==> src/shared/pdlp_pkg.sv <==
// Purpose: constants for the parallel converter load port controller
// Assumes: 200 MHz clk_in, 5 ns period
// Notes: timings are the slower supply range figures
// Functional notes
// RL1: every transfer carries one 12-bit word on a shared two-way bus.
// RL2: a write drives select low and read/write low while the word is shown.
// RL3: the device moves the word into its converter register on select rise.
// RL4: every write needs a falling then a rising edge on select.
// RL5: a read holds read/write high and select low; device drives the bus.
// RL6: the code is unsigned straight binary over a full scale of 4096.
// RL7: bus bits run 11 down to 0 with bit 11 the most significant.
// RL8: select is active low; read/write low writes and high reads.
// RL9: the device drives the bus only while selected for a read.
package pdlp_pkg;
    localparam int PDLP_CLK_PERIOD_NS = 5;
    localparam int PDLP_DATA_W = 12;
    localparam int PDLP_FULL_SCALE = 4096;
    // select low time on a write
    localparam int PDLP_CS_LOW_NS = 10;
    // select high time between accesses
    localparam int PDLP_CS_HIGH_NS = 9;
    // read/write high before select low
    localparam int PDLP_RW_SETUP_NS = 5;
    // worst data access time
    localparam int PDLP_ACCESS_NS = 40;
    // worst bus relinquish time
    localparam int PDLP_RELINQ_NS = 10;
    // least times round up
    localparam int PDLP_CS_LOW_CYC =
        (PDLP_CS_LOW_NS + PDLP_CLK_PERIOD_NS - 1) / PDLP_CLK_PERIOD_NS;
    localparam int PDLP_CS_HIGH_CYC =
        (PDLP_CS_HIGH_NS + PDLP_CLK_PERIOD_NS - 1) / PDLP_CLK_PERIOD_NS;
    localparam int PDLP_RW_SETUP_CYC =
        (PDLP_RW_SETUP_NS + PDLP_CLK_PERIOD_NS - 1) / PDLP_CLK_PERIOD_NS;
    // access, two synchroniser stages and one spare cycle, so the
    // first stage never samples on the edge where the data settles
    localparam int PDLP_ACCESS_CYC =
        (PDLP_ACCESS_NS + PDLP_CLK_PERIOD_NS - 1) / PDLP_CLK_PERIOD_NS + 3;
    localparam int PDLP_RELINQ_CYC =
        (PDLP_RELINQ_NS + PDLP_CLK_PERIOD_NS - 1) / PDLP_CLK_PERIOD_NS;
    localparam logic [3:0] PDLP_CNT_ZERO = 4'h0;
    localparam logic [11:0] PDLP_CODE_RESET = 12'h000;
    // pin levels during and after reset: deselected, write, released
    localparam logic PDLP_CS_N_RESET = 1'h1;
    localparam logic PDLP_RW_RESET = 1'h0;
    localparam logic PDLP_OE_N_RESET = 1'h1;

    typedef enum logic [2:0] {
        PDLP_IDLE = 3'b000,
        PDLP_WR_LOW = 3'b001,
        PDLP_RD_SETUP = 3'b010,
        PDLP_RD_LOW = 3'b011,
        PDLP_RECOVER = 3'b100
    } pdlp_state_e;
endpackage

==> src/hw/pdlp_host.sv <==
// Purpose: controller that writes and reads back the converter code
// Assumes: user holds request data stable while busy is high
// Notes: one access at a time, request taken only in idle
`timescale 1ns/1ps
`default_nettype none
module pdlp_host
    import pdlp_pkg::*;
#(
    parameter int DATA_W = PDLP_DATA_W
) (
    // clock and reset
    input wire logic clk_in,
    input wire logic reset_in,
    // user request side
    input wire logic req_valid_in,
    input wire logic req_read_in,
    input wire logic [DATA_W-1:0] req_code_in,
    output logic req_ready_out,
    output logic done_out,
    output logic [DATA_W-1:0] rd_code_out,
    // converter pins
    output logic cs_n_out,
    output logic rw_out,
    output logic [DATA_W-1:0] parallel_data_bus_out,
    output logic parallel_data_bus_oe_n_out,
    input wire logic [DATA_W-1:0] parallel_data_bus_in
);
    pdlp_state_e state_reg, state_next;
    logic [3:0] cnt_reg, cnt_next;
    logic [DATA_W-1:0] code_reg;
    logic [DATA_W-1:0] rd_code_reg;
    logic done_reg;
    logic [DATA_W-1:0] bus_sync;
    logic cnt_zero;
    logic take_req;
    logic cs_n_reg, rw_reg, oe_n_reg;
    logic cs_n_next, rw_next, oe_n_next;

    // bus word crosses into clk_in domain
    pdlp_sync #(.WIDTH(DATA_W)) u_sync (
        .clk_in(clk_in),
        .reset_in(reset_in),
        .async_in(parallel_data_bus_in),
        .sync_out(bus_sync)
    );

    // handshake decode
    assign cnt_zero = (cnt_reg == PDLP_CNT_ZERO);
    assign take_req = (state_reg == PDLP_IDLE) && req_valid_in;
    assign req_ready_out = (state_reg == PDLP_IDLE);

    // next state and counter
    always_comb
    begin
        state_next = state_reg;
        cnt_next = cnt_zero ? cnt_reg : cnt_reg - 4'h1;
        unique case (state_reg)
            PDLP_IDLE:
            begin
                if (take_req && req_read_in)
                begin
                    state_next = PDLP_RD_SETUP; // RL5
                    cnt_next = 4'(PDLP_RW_SETUP_CYC - 1);
                end
                else if (take_req)
                begin
                    state_next = PDLP_WR_LOW; // RL2
                    cnt_next = 4'(PDLP_CS_LOW_CYC - 1);
                end
            end
            PDLP_WR_LOW:
            begin
                if (cnt_zero)
                begin
                    state_next = PDLP_RECOVER; // RL4
                    cnt_next = 4'(PDLP_CS_HIGH_CYC - 1);
                end
            end
            PDLP_RD_SETUP:
            begin
                if (cnt_zero)
                begin
                    state_next = PDLP_RD_LOW;
                    cnt_next = 4'(PDLP_ACCESS_CYC - 1);
                end
            end
            PDLP_RD_LOW:
            begin
                if (cnt_zero)
                begin
                    state_next = PDLP_RECOVER;
                    cnt_next = 4'(PDLP_RELINQ_CYC - 1);
                end
            end
            PDLP_RECOVER:
            begin
                if (cnt_zero)
                begin
                    state_next = PDLP_IDLE;
                end
            end
            default:
            begin
                state_next = PDLP_IDLE;
            end
        endcase
    end

    // state registers
    always_ff @(posedge clk_in)
    begin
        if (reset_in)
        begin
            state_reg <= PDLP_IDLE;
            cnt_reg <= PDLP_CNT_ZERO;
        end
        else
        begin
            state_reg <= state_next;
            cnt_reg <= cnt_next;
        end
    end

    // capture write word, unsigned straight binary, bit 11 msb
    always_ff @(posedge clk_in)
    begin
        if (reset_in)
        begin
            code_reg <= PDLP_CODE_RESET;
        end
        else if (take_req && !req_read_in)
        begin
            code_reg <= req_code_in; // RL1 RL6 RL7
        end
    end

    // read sample at end of select low, done pulse
    always_ff @(posedge clk_in)
    begin
        if (reset_in)
        begin
            rd_code_reg <= PDLP_CODE_RESET;
            done_reg <= 1'b0;
        end
        else
        begin
            done_reg <= (state_reg == PDLP_RECOVER) && cnt_zero;
            if (state_reg == PDLP_RD_LOW && cnt_zero)
            begin
                rd_code_reg <= bus_sync; // RL5
            end
        end
    end

    // pin levels decoded from the next state, select active low
    assign cs_n_next = !(state_next == PDLP_WR_LOW ||
                         state_next == PDLP_RD_LOW); // RL8 RL4
    // read/write high only around reads
    assign rw_next = (state_next == PDLP_RD_SETUP ||
                      state_next == PDLP_RD_LOW); // RL8
    // host drives the bus only during write select
    assign oe_n_next = !(state_next == PDLP_WR_LOW); // RL2 RL9

    // pins from flops: a decode glitch on select would load the converter
    always_ff @(posedge clk_in)
    begin
        if (reset_in)
        begin
            cs_n_reg <= PDLP_CS_N_RESET;
            rw_reg <= PDLP_RW_RESET;
            oe_n_reg <= PDLP_OE_N_RESET;
        end
        else
        begin
            cs_n_reg <= cs_n_next;
            rw_reg <= rw_next;
            oe_n_reg <= oe_n_next;
        end
    end

    // pin outputs, same cycle timing as the state register
    assign cs_n_out = cs_n_reg;
    assign rw_out = rw_reg;
    assign parallel_data_bus_oe_n_out = oe_n_reg;
    assign parallel_data_bus_out = code_reg;
    assign rd_code_out = rd_code_reg;
    assign done_out = done_reg;

    // write keeps select low the full low time, rising edge follows
    property p_wr_cs_low;
        @(posedge clk_in) disable iff (reset_in)
        $rose(state_reg == PDLP_WR_LOW) |->
            (!cs_n_out && !rw_out)[*2] ##1 cs_n_out;
    endproperty
    a_wr_cs_low: assert property (p_wr_cs_low) // RL4
        else $error("write select pulse wrong");

    property p_no_contention;
        @(posedge clk_in) disable iff (reset_in)
        !parallel_data_bus_oe_n_out |-> !cs_n_out && !rw_out;
    endproperty
    a_no_contention: assert property (p_no_contention) // RL9
        else $error("host drives bus outside a write");

    property p_rd_setup;
        @(posedge clk_in) disable iff (reset_in)
        $fell(cs_n_out) && rw_out |-> $past(rw_out);
    endproperty
    a_rd_setup: assert property (p_rd_setup) // RL5
        else $error("read select without rw setup");

    property p_wr_data;
        @(posedge clk_in) disable iff (reset_in)
        take_req && !req_read_in |=>
            parallel_data_bus_out == $past(req_code_in);
    endproperty
    a_wr_data: assert property (p_wr_data) // RL1
        else $error("write word not presented");

    property p_rw_stable;
        @(posedge clk_in) disable iff (reset_in)
        !cs_n_out && !$fell(cs_n_out) |-> $stable(rw_out);
    endproperty
    a_rw_stable: assert property (p_rw_stable) // RL8
        else $error("rw changed while selected");

    property p_done;
        @(posedge clk_in) disable iff (reset_in)
        $rose(cs_n_out) |-> ##[1:3] done_out;
    endproperty
    a_done: assert property (p_done) // RL2
        else $error("done missing after access");

    // read word changes only after the last cycle of a read select
    property p_rd_hold;
        @(posedge clk_in) disable iff (reset_in)
        !$past(state_reg == PDLP_RD_LOW && cnt_zero) |->
            $stable(rd_code_out);
    endproperty
    a_rd_hold: assert property (p_rd_hold) // RL5
        else $error("read word changed outside a read");
endmodule // pdlp_host
`default_nettype wire

==> src/hw/pdlp_sync.sv <==
// Purpose: two-stage synchroniser for the returned bus word
// Assumes: input is asynchronous to clk_in
// Notes: first stage is read only by the second
`timescale 1ns/1ps
`default_nettype none
module pdlp_sync #(
    parameter int WIDTH = 12
) (
    // clock and reset
    input wire logic clk_in,
    input wire logic reset_in,
    // data
    input wire logic [WIDTH-1:0] async_in,
    output logic [WIDTH-1:0] sync_out
);
    logic [WIDTH-1:0] meta_reg;

    // two flops per bit
    always_ff @(posedge clk_in)
    begin
        if (reset_in)
        begin
            meta_reg <= '0;
            sync_out <= '0;
        end
        else
        begin
            meta_reg <= async_in;
            sync_out <= meta_reg;
        end
    end
endmodule // pdlp_sync
`default_nettype wire

==> config.mk <==
export PLATFORM = sky130hd
export DESIGN_NAME = pdlp_host
export DESIGN_NICKNAME = d
export VERILOG_FILES = /design/src/shared/pdlp_pkg.sv /design/src/hw/pdlp_host.sv /design/src/hw/pdlp_sync.sv
export SDC_FILE = /design/constraint.sdc
export NUM_CORES = 1
export LEC_CHECK = 0
export BUFFER_PORTS_ARGS = -buffer_cell sky130_fd_sc_hd__buf_2
export CAP_MARGIN = 40
export CORE_MARGIN = 2
export CORE_UTILIZATION = 54
export CTS_BUF_LIST = sky130_fd_sc_hd__clkbuf_4
export CTS_CLUSTER_SIZE = 28
export DETAILED_ROUTE_END_ITERATION = 8
export HOLD_SLACK_MARGIN = 0.1
export PLACE_DENSITY_LB_ADDON = 0.15
export SKIP_CTS_REPAIR_TIMING = 1
export SLEW_MARGIN = 5
export SYNTH_ARGS = -nofsm -noshare
export SYNTH_HDL_FRONTEND = slang
export SYNTH_HIERARCHICAL = 1
export SYNTH_SLANG_ARGS = --single-unit
==> constraint.sdc <==
create_clock -name clk_in -period 3 [get_ports clk_in]
set_clock_uncertainty 0.2 [all_clocks]
set_input_delay 0.3 -clock clk_in [delete_from_list [all_inputs] [get_ports clk_in]]
set_output_delay 0.3 -clock clk_in [all_outputs]
set_load 0.1 [all_outputs]
==> results of run 1 <==
==> metrics by stage <==
stage | power (W) | setup WS [ns] | cells | cell area, um^2 | hold slack [ns]
global placement | 0.00181 | 0.862 | 314 | 2480 | 0.216
finish | 0.00254 | 0.736 | 354 | 2900 | 0.159
global route | 0.00267 | 0.616 | 354 | 2900 | 0.162
floorplan | 0.00171 | 0.771 | 222 | 2230 | 0.192
CTS | 0.00253 | 0.738 | 330 | 2660 | -0.112
detailed placement | 0.00182 | 0.775 | 314 | 2480 | 0.219
==> per-layer routing <==
metal	wire, um	share of wire, %
met3	206	4.6
met4	72	1.6
met5	0	0
met2	2230	50
met1	1980	44
==> worst min path at each step <==
stage                             start                        to  slack [ns]  cells past startpoint
5_1_grt                     req_read_in  parallel_data_bus_out[7]        0.16                      3
4_1_cts        parallel_data_bus_in[10]       u_sync/meta_reg[10]       -0.11                      2
2_1_floorplan                  reset_in                cnt_reg[0]        0.19                      1
3_3_place_gp        u_sync/meta_reg[11]       u_sync/sync_out[11]        0.22                      1
3_5_place_dp         u_sync/meta_reg[5]        u_sync/sync_out[5]        0.22                      1
6_report                    req_read_in  parallel_data_bus_out[7]        0.16                      3
==> cells by family (layout without fill, tap and decap cells) <==
group                      Yosys count  in the layout  share of synthesized area, %
and+or+nand+nor                     74             74                          22.6
AOI/OAI and AO/OA                   65             65                          16.8
DFF                                 59             59                          53.0
buffers and inverters               21            103                          5.84
adders and majority gates            3              3                          1.69
==> power groups by stage <==
stage          logic [W]  clock network (W)  registers [W]
2_1_floorplan   0.000538                  0        0.00117
3_3_place_gp    0.000846                  0       0.000964
3_5_place_dp    0.000852                  0       0.000966
4_1_cts         0.000856           0.000723       0.000949
5_1_grt         0.000941           0.000765       0.000966
6_report        0.000875           0.000711       0.000951
==> cells in the final DEF (no fill, tap or decap), types with 3 or more instances in the layout <==
cell,n
dfxtp_1,59
buf_2,56
nand3_1,27
a21oi_1,27
dlygate4sd3_1,24
o21ai_0,15
nor2b_2,14
o21ai_1,9
clkbuf_4,9
nor2b_1,7
nor2_1,5
inv_1,4
and2b_1,4
nand3b_1,3
o21a_1,3
ha_1,3
bufinv_16,3
==> critical path, delay by kind of cell (launching register included) <==
kind / cells / cell delay [ns]
flops: 1 / 0.35
compound gates: 2 / 0.47
simple gates: 2 / 0.40
buf+inv: 2 / 0.24
fa+ha+maj: 2 / 0.44
==> Yosys cell counts, types with 2 or more instances <==
| cell type | instances | share of area, % |
|---|---|---|
| dfxtp_1 | 59 | 53 |
| a21oi_1 | 27 | 6.1 |
| nand3_1 | 27 | 6.1 |
| o21ai_0 | 15 | 3.4 |
| nor2b_2 | 14 | 5.5 |
| o21ai_1 | 9 | 2.0 |
| nor2b_1 | 7 | 2.0 |
| clkbuf_1 | 6 | 1.0 |
| buf_6 | 5 | 2.5 |
| nor2_1 | 5 | 0.84 |
| and2b_1 | 4 | 1.3 |
| inv_1 | 4 | 0.67 |
| buf_4 | 3 | 1.0 |
| ha_1 | 3 | 1.7 |
| nand3b_1 | 3 | 1.0 |
| nor3_1 | 3 | 0.67 |
| o21a_1 | 3 | 1.0 |
| a2111oi_0 | 2 | 0.79 |
| a211oi_1 | 2 | 0.67 |
| a22o_1 | 2 | 0.79 |
| and3b_1 | 2 | 0.79 |
| buf_2 | 2 | 0.45 |
| nand2b_1 | 2 | 0.56 |
==> final cells by class <==
cell class / count / area, um^2 / area share (%)
Clock buffer: 9 / 67.6 / 2.33
Clock inverter: 7 / 115 / 3.97
Inverter: 5 / 18.8 / 0.647
Multi-Input combinational cell: 142 / 921 / 31.7
Sequential cell: 59 / 1180 / 40.7
Tap cell: 50 / 62.6 / 2.16
Timing Repair Buffer: 82 / 536 / 18.5
==> reports/results.tsv, run 1 <==
stage	metric	value	unit
outcome	outcome	complete, no violations	
critical_path	Worst path slowest cell	dfxtp_1	
die	initial core utilization	56.1	%
die	FP Rows	23	
grt	met3 usage	7.89	%
pwr	sequential power share	37.5	%
routing	post-route ant nets	0	
timing	Setup-failing EPs final	0	
synthesis	Most used DFF post-synth	dfxtp_1	
place	PortBufs	56	
critical_path	R2R setup slack	0.74	ns
cells_and_area	Ant. Diodes	0	
cells_and_area	fin util	73.1	%
critical_path	Crit. Startpoint	cnt_reg[0]	
pwr	Gate power share	34.5	%
critical_path	crit path kind	register to register	
pwr	leak pwr	1.22	nW
critical_path	crit-path max cell delay	0.35	ns
timing	Fin. Hold Viols	0	
critical_path	endpoint class of the critical path	register	
die	Die Y-Extent	68.2	um
synthesis	cell area after synthesis	2230	um^2
pwr	Switching Share	39.5	%
grt	global routing's busiest layer	met2	
timing	RSZ-0062 raised after global routing	false	
pwr	Pint	0.00154	W
critical_path	Req. time, crit path	3.04	ns
synthesis	Post-Syn Nets	253	
place	DPL Wire Length	2760	um
critical_path	Reg2Reg Depth	8	
timing	period utilisation layout	75.5	%
grt	largest net degree at the start of global routing	43	
synthesis	Async SR Flop Fraction	0	%
routing	Routed WL	4480	um
cts	CTS clk-pin slew, worst paths	0.10	ns
die	Core ar.	3970	um^2
cts	Max Root-Sink Buffers	2	
grt	initial antenna violation count	0	
synthesis	Cells after Synth	222	
die	Die Wd	68.2	um
grt	total global routing overflow	0	
cts	total CTS buffers	9	
cts	CTS root buffer	clkbuf_4	
grt	met2 Use GR	33.6	%
pwr	Clk pwr share	28.0	%
timing	max-slew violations	0	
grt	first-pass GRT wire length	6710	um
die	die area	4650	um^2
cts	clk sinks	59	
routing	drt drc	0	
grt	GRT Total Usage	20.1	%
run	MaxCap Viol Count	0	
pwr	P per Cell Area	874	nW/um^2
cells_and_area	P&R area growth vs syn	30.3	%
place	gpl congestion	0.862	
timing	TNS Setup	0	ns
routing	vias post-DR	1806	
cts	CTS tree	built	
cells_and_area	share of cells above drive strength 1	30.9	%
synthesis	sequential-to-total area share from yosys stat	53.0	%
synthesis	FF+latch count, synth	59	
cells_and_area	Fill cells	271	
timing	min Tclk post-route	2.26	ns
timing	Worst-Margin Slew	0.815	ns
cts	htree depth	3	
cells_and_area	layout net count	330	
critical_path	crit path capture	cnt_reg[0]	
synthesis	Synth Area per Inst	10.0	um^2
critical_path	worst r2r src	cnt_reg[0]	
grt	met1 GRT Util	22.3	%
critical_path	crit-path cells	inv_1 -> ha_1 -> nor3b_4 -> inv_2 -> ha_1 -> and3b_1 -> a2111oi_0 -> a2111oi_0	
routing	DRT iter0 DRCs	88	
routing	DR pass1 iterations	4	
cts	Worst-Skew Late Latency	0.40	ns
routing	routed len/inst	12.7	um
pwr	Worst VDD drop	0.000534	V
critical_path	Setup crit start kind	register	
routing	Via-to-Cell Ratio	5.10	
pwr	switching power	0.00100	W
synthesis	count of different cell masters after synthesis	36	
synthesis	yosys warns	6	
die	I/O Pins	57	
critical_path	worst-path fanout max	19	
grt	vias in the first global route	1545	
critical_path	Crit path arrival time	2.31	ns
timing	Slew headroom	45.7	%
synthesis	EDFF count, synth	0	
critical_path	RR Endpoint	cnt_reg[0]	
worst_hold_path	Hold Crit Class	input port to register	
timing	Fmax	0.442	GHz
No activity file was read; power rests on OpenSTA's default activity.
==> inputs of run 2 (changes only) <==
- clock period: 3 -> 2.1 ns (I/O delays scaled with it)
==> run 2 against run 1 <==
Clock-buffer cell count up 1. Sequential share of layout area down 1.7 points. Flip-flop and latch count unchanged. Sequential power up 40%. Worst setup slack worse by 0.57 ns. Critical endpoint unchanged.
==> reports/results.tsv, run 2 (synthesized netlist as in run 1, its figures left out) <==
stage	metric	value	unit	change
outcome	outcome	complete, no violations		
pwr	P per Cell Area	1210	nW/um^2	+39%
worst_hold_path	Hold Crit Class	register to register		
critical_path	crit-path max cell delay	0.35	ns	about the same
cells_and_area	commonest non-fill, non-tap cell in the layout	dfxtp_1		
routing	DR pass1 iterations	4		unchanged
die	FP Rows	23		unchanged
critical_path	Setup crit start kind	register		
timing	Fin. Hold Viols	0		unchanged
place	DPL Wire Length	2910	um	+5.3%
critical_path	crit path kind	register to register		
critical_path	endpoint class of the critical path	register		
critical_path	worst r2r src	cnt_reg[0]		
grt	total global routing overflow	0		unchanged
die	Die Y-Extent	68.2	um	unchanged
place	DP Cell Count	320		+1.9%
routing	drt drc	0		unchanged
cts	clk sinks	59		unchanged
cts	CTS tree	built		
timing	min Tclk post-route	1.94	ns	-0.326 ns
timing	max-slew violations	0		unchanged
die	Core ar.	3970	um^2	unchanged
routing	post-route ant nets	0		unchanged
grt	first-pass GRT wire length	6930	um	+3.4%
critical_path	Crit path arrival time	2.00	ns	-0.31 ns
cells_and_area	layout net count	344		+4.2%
die	I/O Pins	57		unchanged
cts	total CTS buffers	9		unchanged
grt	GRT Total Usage	20.6	%	+0.48 points
pwr	Tot Pwr	0.00368	W	+45%
worst_hold_path	hold_sp	u_sync/meta_reg[11]		
critical_path	Req. time, crit path	2.16	ns	-0.88 ns
cts	htree depth	3		unchanged
timing	Slew headroom	66.6	%	+21 points
pwr	Worst VDD drop	0.000822	V	+54%
cells_and_area	Ant. Diodes	0		unchanged
pwr	leak pwr	1.29	nW	+5.5%
place	setup slack at placement	0.0681	ns	-0.707 ns
cells_and_area	most frequent cells in the layout	dfxtp_1 (57), buf_2 (55), dlygate4sd3_1 (30), nand3_1 (27), a21oi_1 (27)		
die	die area	4650	um^2	unchanged
timing	period utilisation layout	92.2	%	+17 points
place	PortBufs	56		unchanged
routing	routed len/inst	13.1	um	+3.9%
timing	hold_ws	0.238	ns	+0.0793 ns
routing	Routed WL	4840	um	+8.0%
timing	Fmax	0.516	GHz	+17%
grt	vias in the first global route	1516		-1.9%
cells_and_area	P&R area growth vs syn	36.2	%	
routing	Via-to-Cell Ratio	5.07		-0.66%
cts	CTS root buffer	clkbuf_4		
die	Die Wd	68.2	um	unchanged
cells_and_area	Layout Cells excl Fill	368		+4.0%
grt	largest net degree at the start of global routing	36		-16%
routing	vias post-DR	1865		+3.3%
cells_and_area	share of cells above drive strength 1	33.6	%	+2.7 points
timing	Worst-Margin Slew	0.504	ns	-0.311 ns
critical_path	Worst path slowest cell	dfxtp_2		
timing	final setup margin	0.163	ns	-0.574 ns
grt	initial antenna violation count	0		unchanged
cts	Max Root-Sink Buffers	2		unchanged
critical_path	Crit. Startpoint	cnt_reg[0]		
place	gpl congestion	0.819		-5.0%
critical_path	CP dominant cell by count	inv_2		
run	MaxCap Viol Count	0		unchanged
cts	CTS clk-pin slew, worst paths	0.10	ns	about the same
routing	DRT iter0 DRCs	224		+150%
cts	Worst-Skew Late Latency	0.38	ns	-0.02 ns
timing	Setup-failing EPs final	0		unchanged
critical_path	R2R setup slack	0.16	ns	-0.57 ns
critical_path	worst-path fanout max	5		-14
critical_path	crit-path cells	inv_2 -> ha_4 -> nor3b_4 -> inv_2 -> ha_1 -> nor4b_1 -> a2111oi_0		
die	initial core utilization	56.1	%	unchanged
[run 2: cell types whose count changed in the layout (fill, tap and decap cells not counted), sizes merged]
cell	before	now
clkbuf	9	11
dlygate4sd3	24	30
clkinv	2	3
bufinv	3	2
inv	6	5
buf	58	65
[run 2: layer usage]
layer	routed length [um]	part of all wire (%)	global-route usage, %
met5	0	0	0
met3	225	4.6	7.73
met4	19	0.39	11.3
met2	2380	49	30.7
met1	2210	46	25.8
[run 2: worst max-delay path, delay by kind of cell (launching register included)]
kind / cells / cell delay, ns
AO/OA/AOI/OAI: 1 / 0.35
adder cells (fa/ha/maj): 2 / 0.42
buffers and inverters: 2 / 0.14
flip-flops: 1 / 0.35
AND/OR/NAND/NOR: 2 / 0.35
[run 2: metrics by stage]
| step | cell area (um^2) | util [%] | setup TNS [ns] |
|---|---|---|---|
| 5_1_grt | 3030 | 76.4 | -0.0129 |
| 4_1_cts | 2700 | 68.0 | 0 |
| 3_3_place_gp | 2540 | 64.1 | 0 |
| 2_1_floorplan | 2240 | - | 0 |
| 6_report | 3030 | 76.4 | 0 |
| 3_5_place_dp | 2540 | 64.1 | 0 |
[run 2: path summary, 6_finish.rpt]
check	endpoint	cells after the start
worst max-delay path	cnt_reg[0]	7
worst min-delay path	u_sync/sync_out[11]	1
worst max register to register	cnt_reg[0]	7
worst min register to register	u_sync/sync_out[11]	1
[run 2: cell type report]
type,count,area [um^2]
Sequential cell,59,1180
Fill cell,296,938
Clock buffer,10,75.1
Clock inverter,6,80.1
Tap cell,50,62.6
Timing Repair Buffer,96,671
Inverter,5,18.8
Multi-Input combinational cell,142,942
[run 2: power breakdown]
part	internal [W]	switching [W]
Sequential	0.00124	0.0000972
Clock	0.000487	0.000396
Combinational	0.000493	0.000974
Total	0.00222	0.00147
